==> src/verilog/tpw_map.vh <==
// Purpose: register offsets, field positions and reset values of the
//   three-channel pwm block
// Assumes: byte-wide registers, one per aligned 32-bit wishbone word
// Notes: printed offsets are not all multiples of four, so each offset is
//   an index and the byte address is four times the index
`ifndef TPW_MAP_VH
`define TPW_MAP_VH

`define TPW_IDX_CH0_PERIOD 8'h9A
`define TPW_IDX_CH0_DUTY_HIGH 8'h9B
`define TPW_IDX_CH1_PERIOD 8'h9C
`define TPW_IDX_CH1_DUTY_HIGH 8'h9D
`define TPW_IDX_CH2_PERIOD 8'h9E
`define TPW_IDX_CH2_DUTY_HIGH 8'h9F
`define TPW_IDX_CH01_CTRL 8'hA1
`define TPW_IDX_PIN_OE 8'hA6
`define TPW_IDX_CH2_CTRL 8'hA7
`define TPW_IDX_MISC 8'hF8
`define TPW_IDX_OD_MODE 8'hB0

`define TPW_RST_PERIOD 8'hFF
`define TPW_RST_DUTY_HIGH 8'h80
`define TPW_RST_CH01_CTRL 8'h88
`define TPW_RST_PIN_OE 8'h00
`define TPW_RST_CH2_CTRL 8'h08
`define TPW_RST_MISC 8'h00
`define TPW_RST_OD_MODE 8'h00

`define TPW_MASK_PIN_OE 8'hC0
`define TPW_MASK_CH2_CTRL 8'h1F
`define TPW_MASK_OD_MODE 8'h07

`define TPW_BIT_CH1_OE 7
`define TPW_BIT_CH0_OE 6
`define TPW_BIT_CH2_OE 4
`define TPW_BIT_CH0_CLEAR 3

`define TPW_CKS_DIV4 2'h0
`define TPW_CKS_DIV2 2'h1
`define TPW_CKS_DIV1 2'h2
`define TPW_CKS_FRC 2'h3

`endif

==> src/verilog/tpw_channel.v <==
// Purpose: one pwm channel with base counter and spread low duty bits
// Assumes: tick is a one-cycle enable at the channel's pwm clock rate
// Notes: hold forces the channel to its cleared state
`timescale 1ns/10ps
module tpw_channel (
  ref_clk,
  srst,
  enable,
  hold,
  tick,
  period,
  duty,
  pwm_out
);
  input wire ref_clk;
  input wire srst;
  input wire enable;
  input wire hold;
  input wire tick;
  input wire [7:0] period;
  input wire [9:0] duty;
  output reg pwm_out;

  reg [7:0] base_cnt_reg;
  reg [1:0] frac_cnt_reg;
  reg delay_pend_reg;
  wire rollover;
  wire use_delay;
  wire [7:0] cnt_inc;

  assign rollover = (base_cnt_reg >= period);
  assign cnt_inc = base_cnt_reg + 8'h01;
  // n of every four base periods take the delayed rising edge
  assign use_delay = (frac_cnt_reg < duty[1:0]);

  always @(posedge ref_clk) begin
    if (srst || !enable || hold) begin
      base_cnt_reg <= 8'h00;
      frac_cnt_reg <= 2'h0;
      delay_pend_reg <= 1'b0;
      pwm_out <= 1'b0;
    end else if (tick) begin
      delay_pend_reg <= 1'b0;
      if (rollover) begin
        base_cnt_reg <= 8'h00;
        frac_cnt_reg <= frac_cnt_reg + 2'h1;
        if (duty[9:2] == 8'h00) begin
          pwm_out <= 1'b0;
        end else if (use_delay) begin
          delay_pend_reg <= 1'b1;
        end else begin
          pwm_out <= 1'b1;
        end
      end else begin
        base_cnt_reg <= cnt_inc;
        // low in the same cycle the counter reaches the match value
        if (cnt_inc == duty[9:2]) begin
          pwm_out <= 1'b0;
        end else if (delay_pend_reg) begin
          pwm_out <= 1'b1;
        end
      end
    end
  end
endmodule

==> src/verilog/tpw_top.v <==
// Purpose: three-channel pwm with spread low duty bits, wishbone registers
// Assumes: classic wishbone slave, 32-bit data, byte registers in low lane
// Notes: output pins carry data and output enable for open drain or cmos
`timescale 1ns/10ps
`include "tpw_map.vh"
module tpw_top (
  ref_clk,
  srst,
  frc_clk_in,
  wb_cyc_i,
  wb_stb_i,
  wb_we_i,
  wb_adr_i,
  wb_sel_i,
  wb_dat_i,
  wb_dat_o,
  wb_ack_o,
  pwm_pin_o,
  pwm_pin_oe
);
  input wire ref_clk;
  input wire srst;
  input wire frc_clk_in;
  input wire wb_cyc_i;
  input wire wb_stb_i;
  input wire wb_we_i;
  input wire [9:0] wb_adr_i;
  input wire [3:0] wb_sel_i;
  input wire [31:0] wb_dat_i;
  output reg [31:0] wb_dat_o;
  output reg wb_ack_o;
  output reg [2:0] pwm_pin_o;
  output reg [2:0] pwm_pin_oe;

  reg [7:0] ch0_period_value;
  reg [7:0] ch1_period_value;
  reg [7:0] ch2_period_value;
  reg [7:0] ch0_duty_upper_bits;
  reg [7:0] ch1_duty_upper_bits;
  reg [7:0] ch2_duty_upper_bits;
  reg [7:0] ch0_ch1_control;
  reg [7:0] pin_output_enables;
  reg [7:0] ch2_control_reg;
  reg [7:0] misc_control_strobes;
  reg [7:0] od_mode_reg;
  reg [1:0] div_cnt_reg;
  reg frc_meta_reg;
  reg frc_sync_reg;
  reg frc_prev_reg;
  reg [7:0] rd_byte;
  wire [7:0] idx;
  wire wr_en;
  wire tick_div2;
  wire tick_div4;
  wire tick_frc;
  wire [2:0] ch_tick;
  wire [2:0] ch_wave;
  wire [2:0] ch_en;
  wire [2:0] pin_drv;
  wire ch0_clear_hold;

  // pick the per-channel pwm clock enable
  function sel_tick;
    input [1:0] cks;
    input t4;
    input t2;
    input tf;
    begin
      case (cks)
        `TPW_CKS_DIV4: sel_tick = t4;
        `TPW_CKS_DIV2: sel_tick = t2;
        `TPW_CKS_DIV1: sel_tick = 1'b1;
        default: sel_tick = tf;
      endcase
    end
  endfunction

  assign idx = wb_adr_i[9:2];
  // write lands at the edge where the master samples ack
  assign wr_en = wb_cyc_i && wb_stb_i && wb_we_i && wb_ack_o && wb_sel_i[0];

  // dividers and fast rc edge detect
  always @(posedge ref_clk) begin
    if (srst) begin
      div_cnt_reg <= 2'h0;
      frc_meta_reg <= 1'b0;
      frc_sync_reg <= 1'b0;
      frc_prev_reg <= 1'b0;
    end else begin
      div_cnt_reg <= div_cnt_reg + 2'h1;
      frc_meta_reg <= frc_clk_in;
      frc_sync_reg <= frc_meta_reg;
      frc_prev_reg <= frc_sync_reg;
    end
  end

  assign tick_div2 = div_cnt_reg[0];
  assign tick_div4 = (div_cnt_reg == 2'h3);
  assign tick_frc = frc_sync_reg && !frc_prev_reg;

  assign ch_tick[0] = sel_tick(ch0_ch1_control[3:2], tick_div4, tick_div2,
                               tick_frc);
  assign ch_tick[1] = sel_tick(ch0_ch1_control[7:6], tick_div4, tick_div2,
                               tick_frc);
  assign ch_tick[2] = sel_tick(ch2_control_reg[3:2], tick_div4, tick_div2,
                               tick_frc);

  assign ch_en[0] = pin_output_enables[`TPW_BIT_CH0_OE];
  assign ch_en[1] = pin_output_enables[`TPW_BIT_CH1_OE];
  assign ch_en[2] = ch2_control_reg[`TPW_BIT_CH2_OE];
  assign ch0_clear_hold = misc_control_strobes[`TPW_BIT_CH0_CLEAR];

  // three identical channels; only channel 0 sees the clear
  tpw_channel u_ch0 (
    .ref_clk(ref_clk),
    .srst(srst),
    .enable(ch_en[0]),
    .hold(ch0_clear_hold),
    .tick(ch_tick[0]),
    .period(ch0_period_value),
    .duty({ch0_duty_upper_bits, ch0_ch1_control[1:0]}),
    .pwm_out(ch_wave[0])
  );

  tpw_channel u_ch1 (
    .ref_clk(ref_clk),
    .srst(srst),
    .enable(ch_en[1]),
    .hold(1'b0),
    .tick(ch_tick[1]),
    .period(ch1_period_value),
    .duty({ch1_duty_upper_bits, ch0_ch1_control[5:4]}),
    .pwm_out(ch_wave[1])
  );

  tpw_channel u_ch2 (
    .ref_clk(ref_clk),
    .srst(srst),
    .enable(ch_en[2]),
    .hold(1'b0),
    .tick(ch_tick[2]),
    .period(ch2_period_value),
    .duty({ch2_duty_upper_bits, ch2_control_reg[1:0]}),
    .pwm_out(ch_wave[2])
  );

  assign pin_drv = ch_wave;

  // register writes
  always @(posedge ref_clk) begin
    if (srst) begin
      ch0_period_value <= `TPW_RST_PERIOD;
      ch1_period_value <= `TPW_RST_PERIOD;
      ch2_period_value <= `TPW_RST_PERIOD;
      ch0_duty_upper_bits <= `TPW_RST_DUTY_HIGH;
      ch1_duty_upper_bits <= `TPW_RST_DUTY_HIGH;
      ch2_duty_upper_bits <= `TPW_RST_DUTY_HIGH;
      ch0_ch1_control <= `TPW_RST_CH01_CTRL;
      pin_output_enables <= `TPW_RST_PIN_OE;
      ch2_control_reg <= `TPW_RST_CH2_CTRL;
      misc_control_strobes <= `TPW_RST_MISC;
      od_mode_reg <= `TPW_RST_OD_MODE;
    end else if (wr_en) begin
      if (idx == `TPW_IDX_CH0_PERIOD) begin
        ch0_period_value <= wb_dat_i[7:0];
      end else if (idx == `TPW_IDX_CH0_DUTY_HIGH) begin
        ch0_duty_upper_bits <= wb_dat_i[7:0];
      end else if (idx == `TPW_IDX_CH1_PERIOD) begin
        ch1_period_value <= wb_dat_i[7:0];
      end else if (idx == `TPW_IDX_CH1_DUTY_HIGH) begin
        ch1_duty_upper_bits <= wb_dat_i[7:0];
      end else if (idx == `TPW_IDX_CH2_PERIOD) begin
        ch2_period_value <= wb_dat_i[7:0];
      end else if (idx == `TPW_IDX_CH2_DUTY_HIGH) begin
        ch2_duty_upper_bits <= wb_dat_i[7:0];
      end else if (idx == `TPW_IDX_CH01_CTRL) begin
        ch0_ch1_control <= wb_dat_i[7:0];
      end else if (idx == `TPW_IDX_PIN_OE) begin
        pin_output_enables <= wb_dat_i[7:0] & `TPW_MASK_PIN_OE;
      end else if (idx == `TPW_IDX_CH2_CTRL) begin
        ch2_control_reg <= wb_dat_i[7:0] & `TPW_MASK_CH2_CTRL;
      end else if (idx == `TPW_IDX_MISC) begin
        misc_control_strobes <= wb_dat_i[7:0];
      end else if (idx == `TPW_IDX_OD_MODE) begin
        od_mode_reg <= wb_dat_i[7:0] & `TPW_MASK_OD_MODE;
      end
    end
  end

  // read mux; unmapped words read as zero
  always @* begin
    rd_byte = 8'h00;
    if (idx == `TPW_IDX_CH0_PERIOD) begin
      rd_byte = ch0_period_value;
    end else if (idx == `TPW_IDX_CH0_DUTY_HIGH) begin
      rd_byte = ch0_duty_upper_bits;
    end else if (idx == `TPW_IDX_CH1_PERIOD) begin
      rd_byte = ch1_period_value;
    end else if (idx == `TPW_IDX_CH1_DUTY_HIGH) begin
      rd_byte = ch1_duty_upper_bits;
    end else if (idx == `TPW_IDX_CH2_PERIOD) begin
      rd_byte = ch2_period_value;
    end else if (idx == `TPW_IDX_CH2_DUTY_HIGH) begin
      rd_byte = ch2_duty_upper_bits;
    end else if (idx == `TPW_IDX_CH01_CTRL) begin
      rd_byte = ch0_ch1_control;
    end else if (idx == `TPW_IDX_PIN_OE) begin
      rd_byte = pin_output_enables;
    end else if (idx == `TPW_IDX_CH2_CTRL) begin
      rd_byte = ch2_control_reg;
    end else if (idx == `TPW_IDX_MISC) begin
      rd_byte = misc_control_strobes;
    end else if (idx == `TPW_IDX_OD_MODE) begin
      rd_byte = {5'h00, ch_wave};
    end
  end

  // one-wait-state wishbone answer
  always @(posedge ref_clk) begin
    if (srst) begin
      wb_ack_o <= 1'b0;
      wb_dat_o <= 32'h00000000;
    end else begin
      wb_ack_o <= wb_cyc_i && wb_stb_i && !wb_ack_o;
      wb_dat_o <= (wb_cyc_i && wb_stb_i && !wb_ack_o && !wb_we_i) ?
                  {24'h000000, rd_byte} : 32'h00000000;
    end
  end

  // pin drive: open drain pulls low only, push-pull drives both levels
  always @(posedge ref_clk) begin
    if (srst) begin
      pwm_pin_o <= 3'h0;
      pwm_pin_oe <= 3'h0;
    end else begin
      pwm_pin_o <= pin_drv & ~od_mode_reg[2:0];
      pwm_pin_oe <= ch_en & (~od_mode_reg[2:0] | ~pin_drv);
    end
  end
endmodule

==> config.mk <==
export PLATFORM = sky130hd
export DESIGN_NAME = tpw_top
export DESIGN_NICKNAME = d
export VERILOG_FILES = /design/src/verilog/tpw_channel.v /design/src/verilog/tpw_top.v
export VERILOG_INCLUDE_DIRS = /design/src /design/src/verilog
export SDC_FILE = /design/constraint.sdc
export NUM_CORES = 1
export LEC_CHECK = 0
export BUFFER_PORTS_ARGS = -buffer_cell sky130_fd_sc_hd__buf_4
export CAP_MARGIN = 20
export CELL_PAD_IN_SITES_DETAIL_PLACEMENT = 0
export CELL_PAD_IN_SITES_GLOBAL_PLACEMENT = 2
export CORE_MARGIN = 1
export CORE_UTILIZATION = 39
export CTS_CLUSTER_DIAMETER = 60
export DETAILED_ROUTE_END_ITERATION = 8
export PLACE_DENSITY = 0.95
export SLEW_MARGIN = 5
export SYNTH_ARGS = -nofsm -noshare
export SYNTH_HDL_FRONTEND = slang
export SYNTH_HIERARCHICAL = 1
export SYNTH_SLANG_ARGS = --single-unit
export TNS_END_PERCENT = 10
==> constraint.sdc <==
create_clock -name ref_clk -period 7.1 [get_ports ref_clk]
set_clock_uncertainty 0.1 [all_clocks]
set_input_delay 1.42 -clock ref_clk [delete_from_list [all_inputs] [get_ports ref_clk]]
set_output_delay 1.42 -clock ref_clk [all_outputs]
set_load 0.005 [all_outputs]
### Word level (Yosys, flattened, before mapping)

Index checks and enable logic that the tools add are counted.

* bitwise operators: 16
* reduce and logical (&&, ||, !) cells: 44
* magnitude comparators: 6
* equality and inequality tests: 24
* add/subtract/negate cells: 7
* muxes and demuxes: 41

Operators with widths (count)
* $mux W8: 13
* $eq A8 B8 Y1 const B: 11
* $add A8 B1 Y8 const B: 3
* $eq A8 B8 Y1: 3
* $ge A8 B8 Y1: 3
* $logic_not A8 Y1: 3
* $mux W1: 24
* $reduce_and A12 Y1: 1
* $reduce_and A3 Y1: 4
* $not A1 Y1: 11
* $reduce_and A11 Y1: 1
* $reduce_and A10 Y1: 1
* $ne A3 B3 Y1 const B: 3
* $pmux W1 S3: 3
* $reduce_and A9 Y1: 1
* $reduce_bool A3 Y1: 3
* $add A2 B1 Y2 const B: 4
* $eq A2 B2 Y1 const B: 4
* $reduce_and A2 Y1: 4
* $reduce_and A8 Y1: 1
* $logic_and A1 B1 Y1: 7
* $reduce_and A7 Y1: 1
* $and A3 B3 Y3: 2
* $eq A2 B1 Y1 const B: 3
* other kinds (11): 24

* bits of input ports: 52
* register bits: 154

### Logic depth before layout (Yosys ltp)

Gate-level depths: netlist of the first run.

* depth after elaboration: 12
* gate-level depth with buffers: 9

### Modules after synthesis

Netlist of the first run, hierarchy kept.

Modules (own cells, without submodules)
* tpw_top: seq. area each 1881.8 µm², area an instance 4640.7 µm², instances 1, cells an instance 511
* tpw_channel: seq. area each 240.2 µm², area an instance 1092.3 µm², instances 3, cells an instance 139

### Worst setup path after synthesis of the first run

No wires, ideal clock.

* path type: input -> register
* start: input port wb_adr_i[2]
* end: register od_mode_reg[2]
* setup slack: 4.035 ns
* library setup time: 0.128 ns
* path buffers: 1
* arrival time: 2.837 ns
* required time: 6.872 ns
* stages: 6
* cell sequence: buf_2 > or4b_4 > or2_4 > nor4_4 > mux2i_1 > nor2_1

* word-level cells in the longest chain between the ends: 3
* elaborated cells between the ends (all ways): 22
* classes of those cells: eq/ne (11); bitwise (10); reduce/logical (1)

RTL lines
* start, declared: RTL line tpw_top.v:27 `input wire [9:0] wb_adr_i;`
* $eq A8 B8 Y1 (no source line)
* $not A1 Y1 (no source line)
* $reduce_and A12 Y1 (no source line) *
* end signal, assigned: RTL line tpw_top.v:162 `` od_mode_reg <= `TPW_RST_OD_MODE; ``
* end signal, assigned: RTL line tpw_top.v:185 `` od_mode_reg <= wb_dat_i[7:0] & `TPW_MASK_OD_MODE; ``
* end, declared: RTL line tpw_top.v:45 `reg [7:0] od_mode_reg;`

Every way passes the cells marked *; elsewhere a longest branch is shown, timed or not.
A chain may end at the register's enable or synchronous reset.

### Worst setup path in the final report of the first run

* start: input port wb_adr_i[3]
* end: register ch0_period_value[7]

* word-level cells in the longest chain between the ends: 2

RTL lines
* $eq A8 B8 Y1 (no source line)
* $reduce_and A2 Y1 (no source line)
* end signal, assigned: RTL line tpw_top.v:152 `` ch0_period_value <= `TPW_RST_PERIOD; ``
* end signal, assigned: RTL line tpw_top.v:165 `ch0_period_value <= wb_dat_i[7:0];`
* end, declared: RTL line tpw_top.v:35 `reg [7:0] ch0_period_value;`

Every way passes these cells.

==> impl_metrics.toml, run 1 <==
[outcome]
result_of_the_run = "finished, final reports clean"

[floorplanning]
start_util = 0.403
die_h_um = 144
placement_rows = 51
core-area_um2 = 19700
num_ports = 91
fp.dieArea_um2 = 20900
horizontal_die_dimension_um = 144

[placement]
buffer_ports.inserted = 37
routability_driven_placement_congestion_ratio = 0.924
dp.final_hpwl_um = 15600

[setup_path]
path_common_cell = "sky130_fd_sc_hd__nor2b_1"
cp-start-kind = "input pin"
crit_slowest_cell = "sky130_fd_sc_hd__nor2b_1"
timing.critical_path.cells = "buf_4 -> nor2b_1 -> nand4_1 -> nor2_2 -> nor2b_1 -> a211o_1"
worst-path-buf-inv = 1
critical_path_arrival_ns = 3.60
crit_path_max_incr_delay_ns = 0.56
cp_top_delay_family = "simple AND/OR/NAND/NOR gates"
required_ns = 7.30
timing_worst_setup_path_type = "in2reg"
critical_path_end_type = "flip-flop"
crit_path_max_fanout = 33

[grt]
grt_first_pass_wirelength_um = 35000
grt_util_all_layers = 0.224
grt_max_degree = 48
initial_antenna_violation_count = 0
via_count_of_the_first_global_routing_pass = 6376
global_route.overflow_total = 0

[cts]
cts_root_buffer = "sky130_fd_sc_hd__clkbuf_16"
cts_setup_buffers = 0
h-tree-depth = 4
cts_hold_repair.buffers = 0
clock-sinks = 130
clk_latency_worst_skew_pair_ns = 0.42
cts.clk_slew.worst_paths_ns = 0.05
clock_tree.buffer_depth = 2
cts_tree = "yes"
tritoncts.num_buffers = 17
cts_resized = 0

[routing]
routed_via_density = 5.58
via_count = 6737
drt.antenna.violating_nets = 0
route.detailed.wl_per_inst_um = 18.3
wl_um = 22100
drtPass1Iterations = 5
drc = 0
drtIter0Drc = 557

[pwr]
p_int_mw = 1.34
p_total_mw = 1.73
pwr_density_cell_nw_per_um2 = 197
netSwitchingFraction = 0.227
share_comb_of_total_power = 0.044
power_leakage_nw = 3.39
clkPwrFrac = 0.532
power.sequential.fraction = 0.424
vdd_ir_drop_max_uv = 143
switching_power_mw = 0.393

[synth]
synth_edf_count = 0
synthDominantCellAreaShare = 0.329
post_synth_instance_area_um2 = 7920
postSynthCellCount = 928
library_cell_with_the_largest_summed_area_after_synthesis = "sky130_fd_sc_hd__dfxtp_1"
synth-warning-count = 6
synth.most_common_cell = "sky130_fd_sc_hd__dfxtp_1"
ys_seq_area_frac = 0.329
commonest_cells_in_the_netlist = "sky130_fd_sc_hd__dfxtp_1 (130), sky130_fd_sc_hd__nor2_1 (67), sky130_fd_sc_hd__nand2_1 (63)"
main_area_contributors_after_synthesis = "sky130_fd_sc_hd__dfxtp_1 (33%), sky130_fd_sc_hd__mux2i_1 (6.4%), sky130_fd_sc_hd__ha_1 (4.9%), sky130_fd_sc_hd__nor2_1 (3.2%), sky130_fd_sc_hd__nand3_1 (3.1%)"
syn-mean-instance-area_um2 = 8.53
asyncSetResetFlopFracSynth = 0
synth_top_flop_cell = "sky130_fd_sc_hd__dfxtp_1"
post_synthesis_sequential_element_count = 130
yosysUniqueCellTypes = 69

[timing]
worst_pin_slew_ns = 0.860
final.period_utilization = 0.479
timing.final.setup_violations = 0
finalSetupTns_ns = 0
setup_repair_after_global_routing_missed_its_margin = "no"
number_of_max_slew_violations_in_the_final_report = 0
finalCriticalPeriod_ns = 3.40
fmax_mhz = 294
finalHoldViolCount = 0
max_transition_margin = 0.427

[final_layout]
post_route_cells_drive_above_1_share = 0.110
nets = 1013
antenna_cells = 0
syn2layout_area_growth_pct = 10.7

[flow_run]
maxCapViolations = 0

[worst_hold_path]
hold_class = "reg2reg"
## cells in the final DEF, fill, tap and decap left out, drive strengths merged, types with 6 or more instances in the layout
cell type | Yosys | routed
dfxtp | 130 | 130
or4 | 20 | 20
a21oi | 44 | 44
nand4 | 8 | 8
and3 | 7 | 7
nand3b | 9 | 9
buf | 60 | 39
a211oi | 16 | 16
nand3 | 51 | 51
a31oi | 25 | 25
nor3b | 11 | 11
nor4 | 13 | 13
nor2b | 39 | 39
a211o | 22 | 22
clkinv | 0 | 6
nand2b | 22 | 22
o21ai | 34 | 34
mux2i | 51 | 51
nor2 | 69 | 69
nand2 | 63 | 63
xnor2 | 15 | 15
o22ai | 8 | 8
inv | 49 | 50
nor3 | 12 | 12
clkbuf | 21 | 20
xor2 | 9 | 9
conb | 1 | 26
ha | 31 | 31
or2 | 10 | 10
## power by group through the flow
stage | Combinational (mW) | Clock [mW] | Sequential [mW]
after CTS | 0.0753 | 0.934 | 0.733
after global routing | 0.0825 | 0.967 | 0.733
final | 0.0761 | 0.919 | 0.733
after global placement | 0.0754 | 0 | 0.749
after detailed placement | 0.0751 | 0 | 0.749
after floorplan | 0.0583 | 0 | 0.748
## cell type report
cell class | instances | area (um^2)
clock inverter | 12 | 155
timing repair buffer | 39 | 293
inverter | 49 | 184
fill | 2015 | 10900
clock buffer | 20 | 467
sequential | 130 | 2600
multi-input combinational | 693 | 4730
tap | 265 | 332
## final timing paths
kind                                                start                            endpoint  slack (ns)  cells past startpoint
worst max-delay path                          wb_adr_i[3]    ch0_period_value[7]$_SDFFE_PP1P_        3.70                      6
worst min-delay path              frc_meta_reg$_SDFF_PP0_             frc_sync_reg$_SDFF_PP0_        0.34                      1
worst max register to register  div_cnt_reg[0]$_SDFF_PP0_  u_ch1/base_cnt_reg[5]$_SDFFE_PP0P_        4.16                      6
worst min register to register    frc_meta_reg$_SDFF_PP0_             frc_sync_reg$_SDFF_PP0_        0.34                      1
## routing by layer
layer	up-vias	part of all wire	GRT usage	routed length (um)
met2	181	0.46	0.356	10100
met4	0	0.033	0.110	727
met1	3190	0.46	0.290	10100
met3	44	0.053	0.0430	1160
met5	-	0	0	0
li1	3322	-	-	-
## through the flow
stage                     setup slack [ns]  instances  hold WS [ns]  utilization  cell area, um^2
after global placement                3.38       1176         0.335        0.414             8140
final                                 3.70       1208         0.341        0.446             8760
after CTS                             3.75       1208         0.348        0.446             8760
after floorplan                       4.04        953         0.314            -             8010
after global routing                  3.55       1208         0.361        0.446             8760
after detailed placement              3.34       1176         0.328        0.414             8140
## cells by family (layout without fill, tap and decap cells)
logic type | Yosys count | count (layout) | synth area share
xor gates and xnor gates | 24 | 24 | 0.0265
AOI/OAI and AO/OA | 201 | 201 | 0.181
adders and majority gates | 31 | 31 | 0.0490
and+or+nand+nor | 355 | 355 | 0.254
buffers and inverters | 130 | 120 | 0.0855
muxes | 56 | 56 | 0.0744
other | 1 | 26 | 0.000474
DFF | 130 | 130 | 0.329
Note: power is estimated with default switching activity, not from simulation.
==> run 2: changes to the inputs <==
- CORE_UTILIZATION: 39 -> 32
- PLACE_DENSITY: 0.95 -> 0.85
- clock period: 7.1 -> 2.8 ns (I/O delays scaled with it)
==> impl_metrics.toml, run 2 (synthesis gave the netlist of run 1 again) <==
[outcome]
result_of_the_run = "finished, final reports clean"

[timing]
fmax_mhz = 399
final.period_utilization = 0.894
max_transition_margin = 0.557
finalHoldViolCount = 0
worst_pin_slew_ns = 0.664
finalSetupTns_ns = 0
number_of_max_slew_violations_in_the_final_report = 0
finalCriticalPeriod_ns = 2.50
setup_repair_after_global_routing_missed_its_margin = "no"
timing.final.setup_violations = 0

[pwr]
power_leakage_nw = 3.59
pwr_density_cell_nw_per_um2 = 526
vdd_ir_drop_max_uv = 329
p_total_mw = 4.82

[flow_run]
maxCapViolations = 0

[setup_path]
ff2ff_setup_slack_ns = 0.30
crit_slowest_cell = "sky130_fd_sc_hd__dfxtp_1"
cp_top_delay_family = "simple AND/OR/NAND/NOR gates"
worst-path-buf-inv = 1
crit_path_max_fanout = 7
r2r_start = "u_ch1/base_cnt_reg[0]$_SDFFE_PP0P_"
cp-start-kind = "flip-flop"
rr_endpoint = "u_ch1/base_cnt_reg[5]$_SDFFE_PP0P_"
critical_path_end_type = "flip-flop"
timing.critical_path.cells = "inv_1 -> ha_1 -> nand2b_1 -> a211oi_1 -> o211ai_2 -> and3_4 -> or4_1 -> a31oi_1"
crit_path_max_incr_delay_ns = 0.48
required_ns = 3.05
timing_worst_setup_path_type = "reg2reg"
worst_r2r_path_depth = 8
critical_path_arrival_ns = 2.75

[floorplanning]
num_ports = 91
fp.dieArea_um2 = 25400
die_h_um = 159
core-area_um2 = 24300
placement_rows = 57
horizontal_die_dimension_um = 159
start_util = 0.326

[final_layout]
post_layout_nonfiller_instances = 1296
antenna_cells = 0
layout.cells.most_common = "sky130_fd_sc_hd__dfxtp_1"
syn2layout_area_growth_pct = 15.8
layout.core_utilization = 0.377
post_route_cells_drive_above_1_share = 0.137
layout_common_cells = "sky130_fd_sc_hd__dfxtp_1 (130), sky130_fd_sc_hd__buf_4 (69), sky130_fd_sc_hd__nor2_1 (67)"
nets = 1043
num-fill-cells = 2499

[routing]
drc = 0
dr.max_layer_used = "met4"
routed_via_density = 5.23
drtPass1Iterations = 5
met2WireLength_um = 10600
dr_wl_met3_um = 943
met1_length_um = 11100
drt.antenna.violating_nets = 0
route.detailed.wl_per_inst_um = 17.8
wl_um = 23100
drtIter0Drc = 517
via_count = 6773

[cts]
tritoncts.num_buffers = 17
cts_setup_buffers = 0
cts_resized = 0
h-tree-depth = 4
cts.clk_slew.worst_paths_ns = 0.06
cts_root_buffer = "sky130_fd_sc_hd__clkbuf_16"
cts_hold_repair.buffers = 0
clock-sinks = 130
clock_tree.buffer_depth = 2
clk_latency_worst_skew_pair_ns = 0.42
cts_tree = "yes"

[placement]
placed_cells_incl_taps = 1265
dp.final_hpwl_um = 16900
routability_driven_placement_congestion_ratio = 0.862
buffer_ports.inserted = 37

[grt]
global_route.overflow_total = 0
via_count_of_the_first_global_routing_pass = 6227
grt_util_all_layers = 0.183
initial_antenna_violation_count = 0
grt_max_degree = 52
grt_first_pass_wirelength_um = 36000

[worst_hold_path]
hold-path-endpoint = "frc_meta_reg$_SDFF_PP0_"
holdPathStages = 2
hold_class = "in2reg"
worst_hold_startpoint = "frc_clk_in"
## run 2: power by group
| group | internal [mW] | switching [mW] |
|---|---|---|
| Clock | 1.90 | 0.861 |
| Combinational | 0.0624 | 0.138 |
| Sequential | 1.85 | 0.00279 |
| Total | 3.82 | 1.00 |
## run 2: worst max path at each step
stage / from / to / slack [ns] / cells after the start
after floorplan: u_ch0/base_cnt_reg[0]$_SDFFE_PP0P_ / u_ch0/base_cnt_reg[7]$_SDFFE_PP0P_ / 0.56 / 8
after global placement: wb_adr_i[2] / wb_dat_o[1]$_SDFF_PP0_ / 0.20 / 6
after detailed placement: wb_adr_i[2] / wb_dat_o[1]$_SDFF_PP0_ / 0.18 / 6
after CTS: u_ch1/base_cnt_reg[0]$_SDFFE_PP0P_ / u_ch1/base_cnt_reg[5]$_SDFFE_PP0P_ / 0.31 / 8
after global routing: u_ch1/base_cnt_reg[0]$_SDFFE_PP0P_ / u_ch1/base_cnt_reg[7]$_SDFFE_PP0P_ / 0.07 / 8
final: u_ch1/base_cnt_reg[0]$_SDFFE_PP0P_ / u_ch1/base_cnt_reg[5]$_SDFFE_PP0P_ / 0.30 / 8
## run 2: per-layer routing
layer | GRT usage | up-vias
met3 | 0.0349 | 25
met4 | 0.0594 | 0
met1 | 0.251 | 3220
met5 | 0 | -
li1 | - | 3375
met2 | 0.287 | 153
## run 2: per-stage QoR
| stage | hold slack (ns) | instance area, um^2 | setup slack (ns) |
|---|---|---|---|
| global route | 0.310 | 9170 | 0.0728 |
| detailed placement | 0.337 | 8440 | 0.181 |
| finish | 0.300 | 9170 | 0.296 |
| CTS | 0.303 | 9170 | 0.307 |
| global placement | 0.329 | 8440 | 0.202 |
| floorplan | 0.314 | 8010 | 0.563 |
## run 2: area by class of cell
type,count,area [um^2],area share
Timing Repair Buffer,69,518,0.0565
Clock inverter,12,275,0.0300
Tap cell,324,405,0.0442
Multi-Input combinational cell,693,4730,0.516
Inverter,49,184,0.0201
Sequential cell,130,2600,0.284
Clock buffer,19,453,0.0494
## run 2: worst reg2reg max path, cell delays in order, from the launching register on
cell	delay [ns]
sky130_fd_sc_hd__dfxtp_1	0.48
sky130_fd_sc_hd__inv_1	0.10
sky130_fd_sc_hd__ha_1	0.27
sky130_fd_sc_hd__nand2b_1	0.14
sky130_fd_sc_hd__a211oi_1	0.31
sky130_fd_sc_hd__o211ai_2	0.16
sky130_fd_sc_hd__and3_4	0.25
sky130_fd_sc_hd__or4_1	0.46
sky130_fd_sc_hd__a31oi_1	0.16
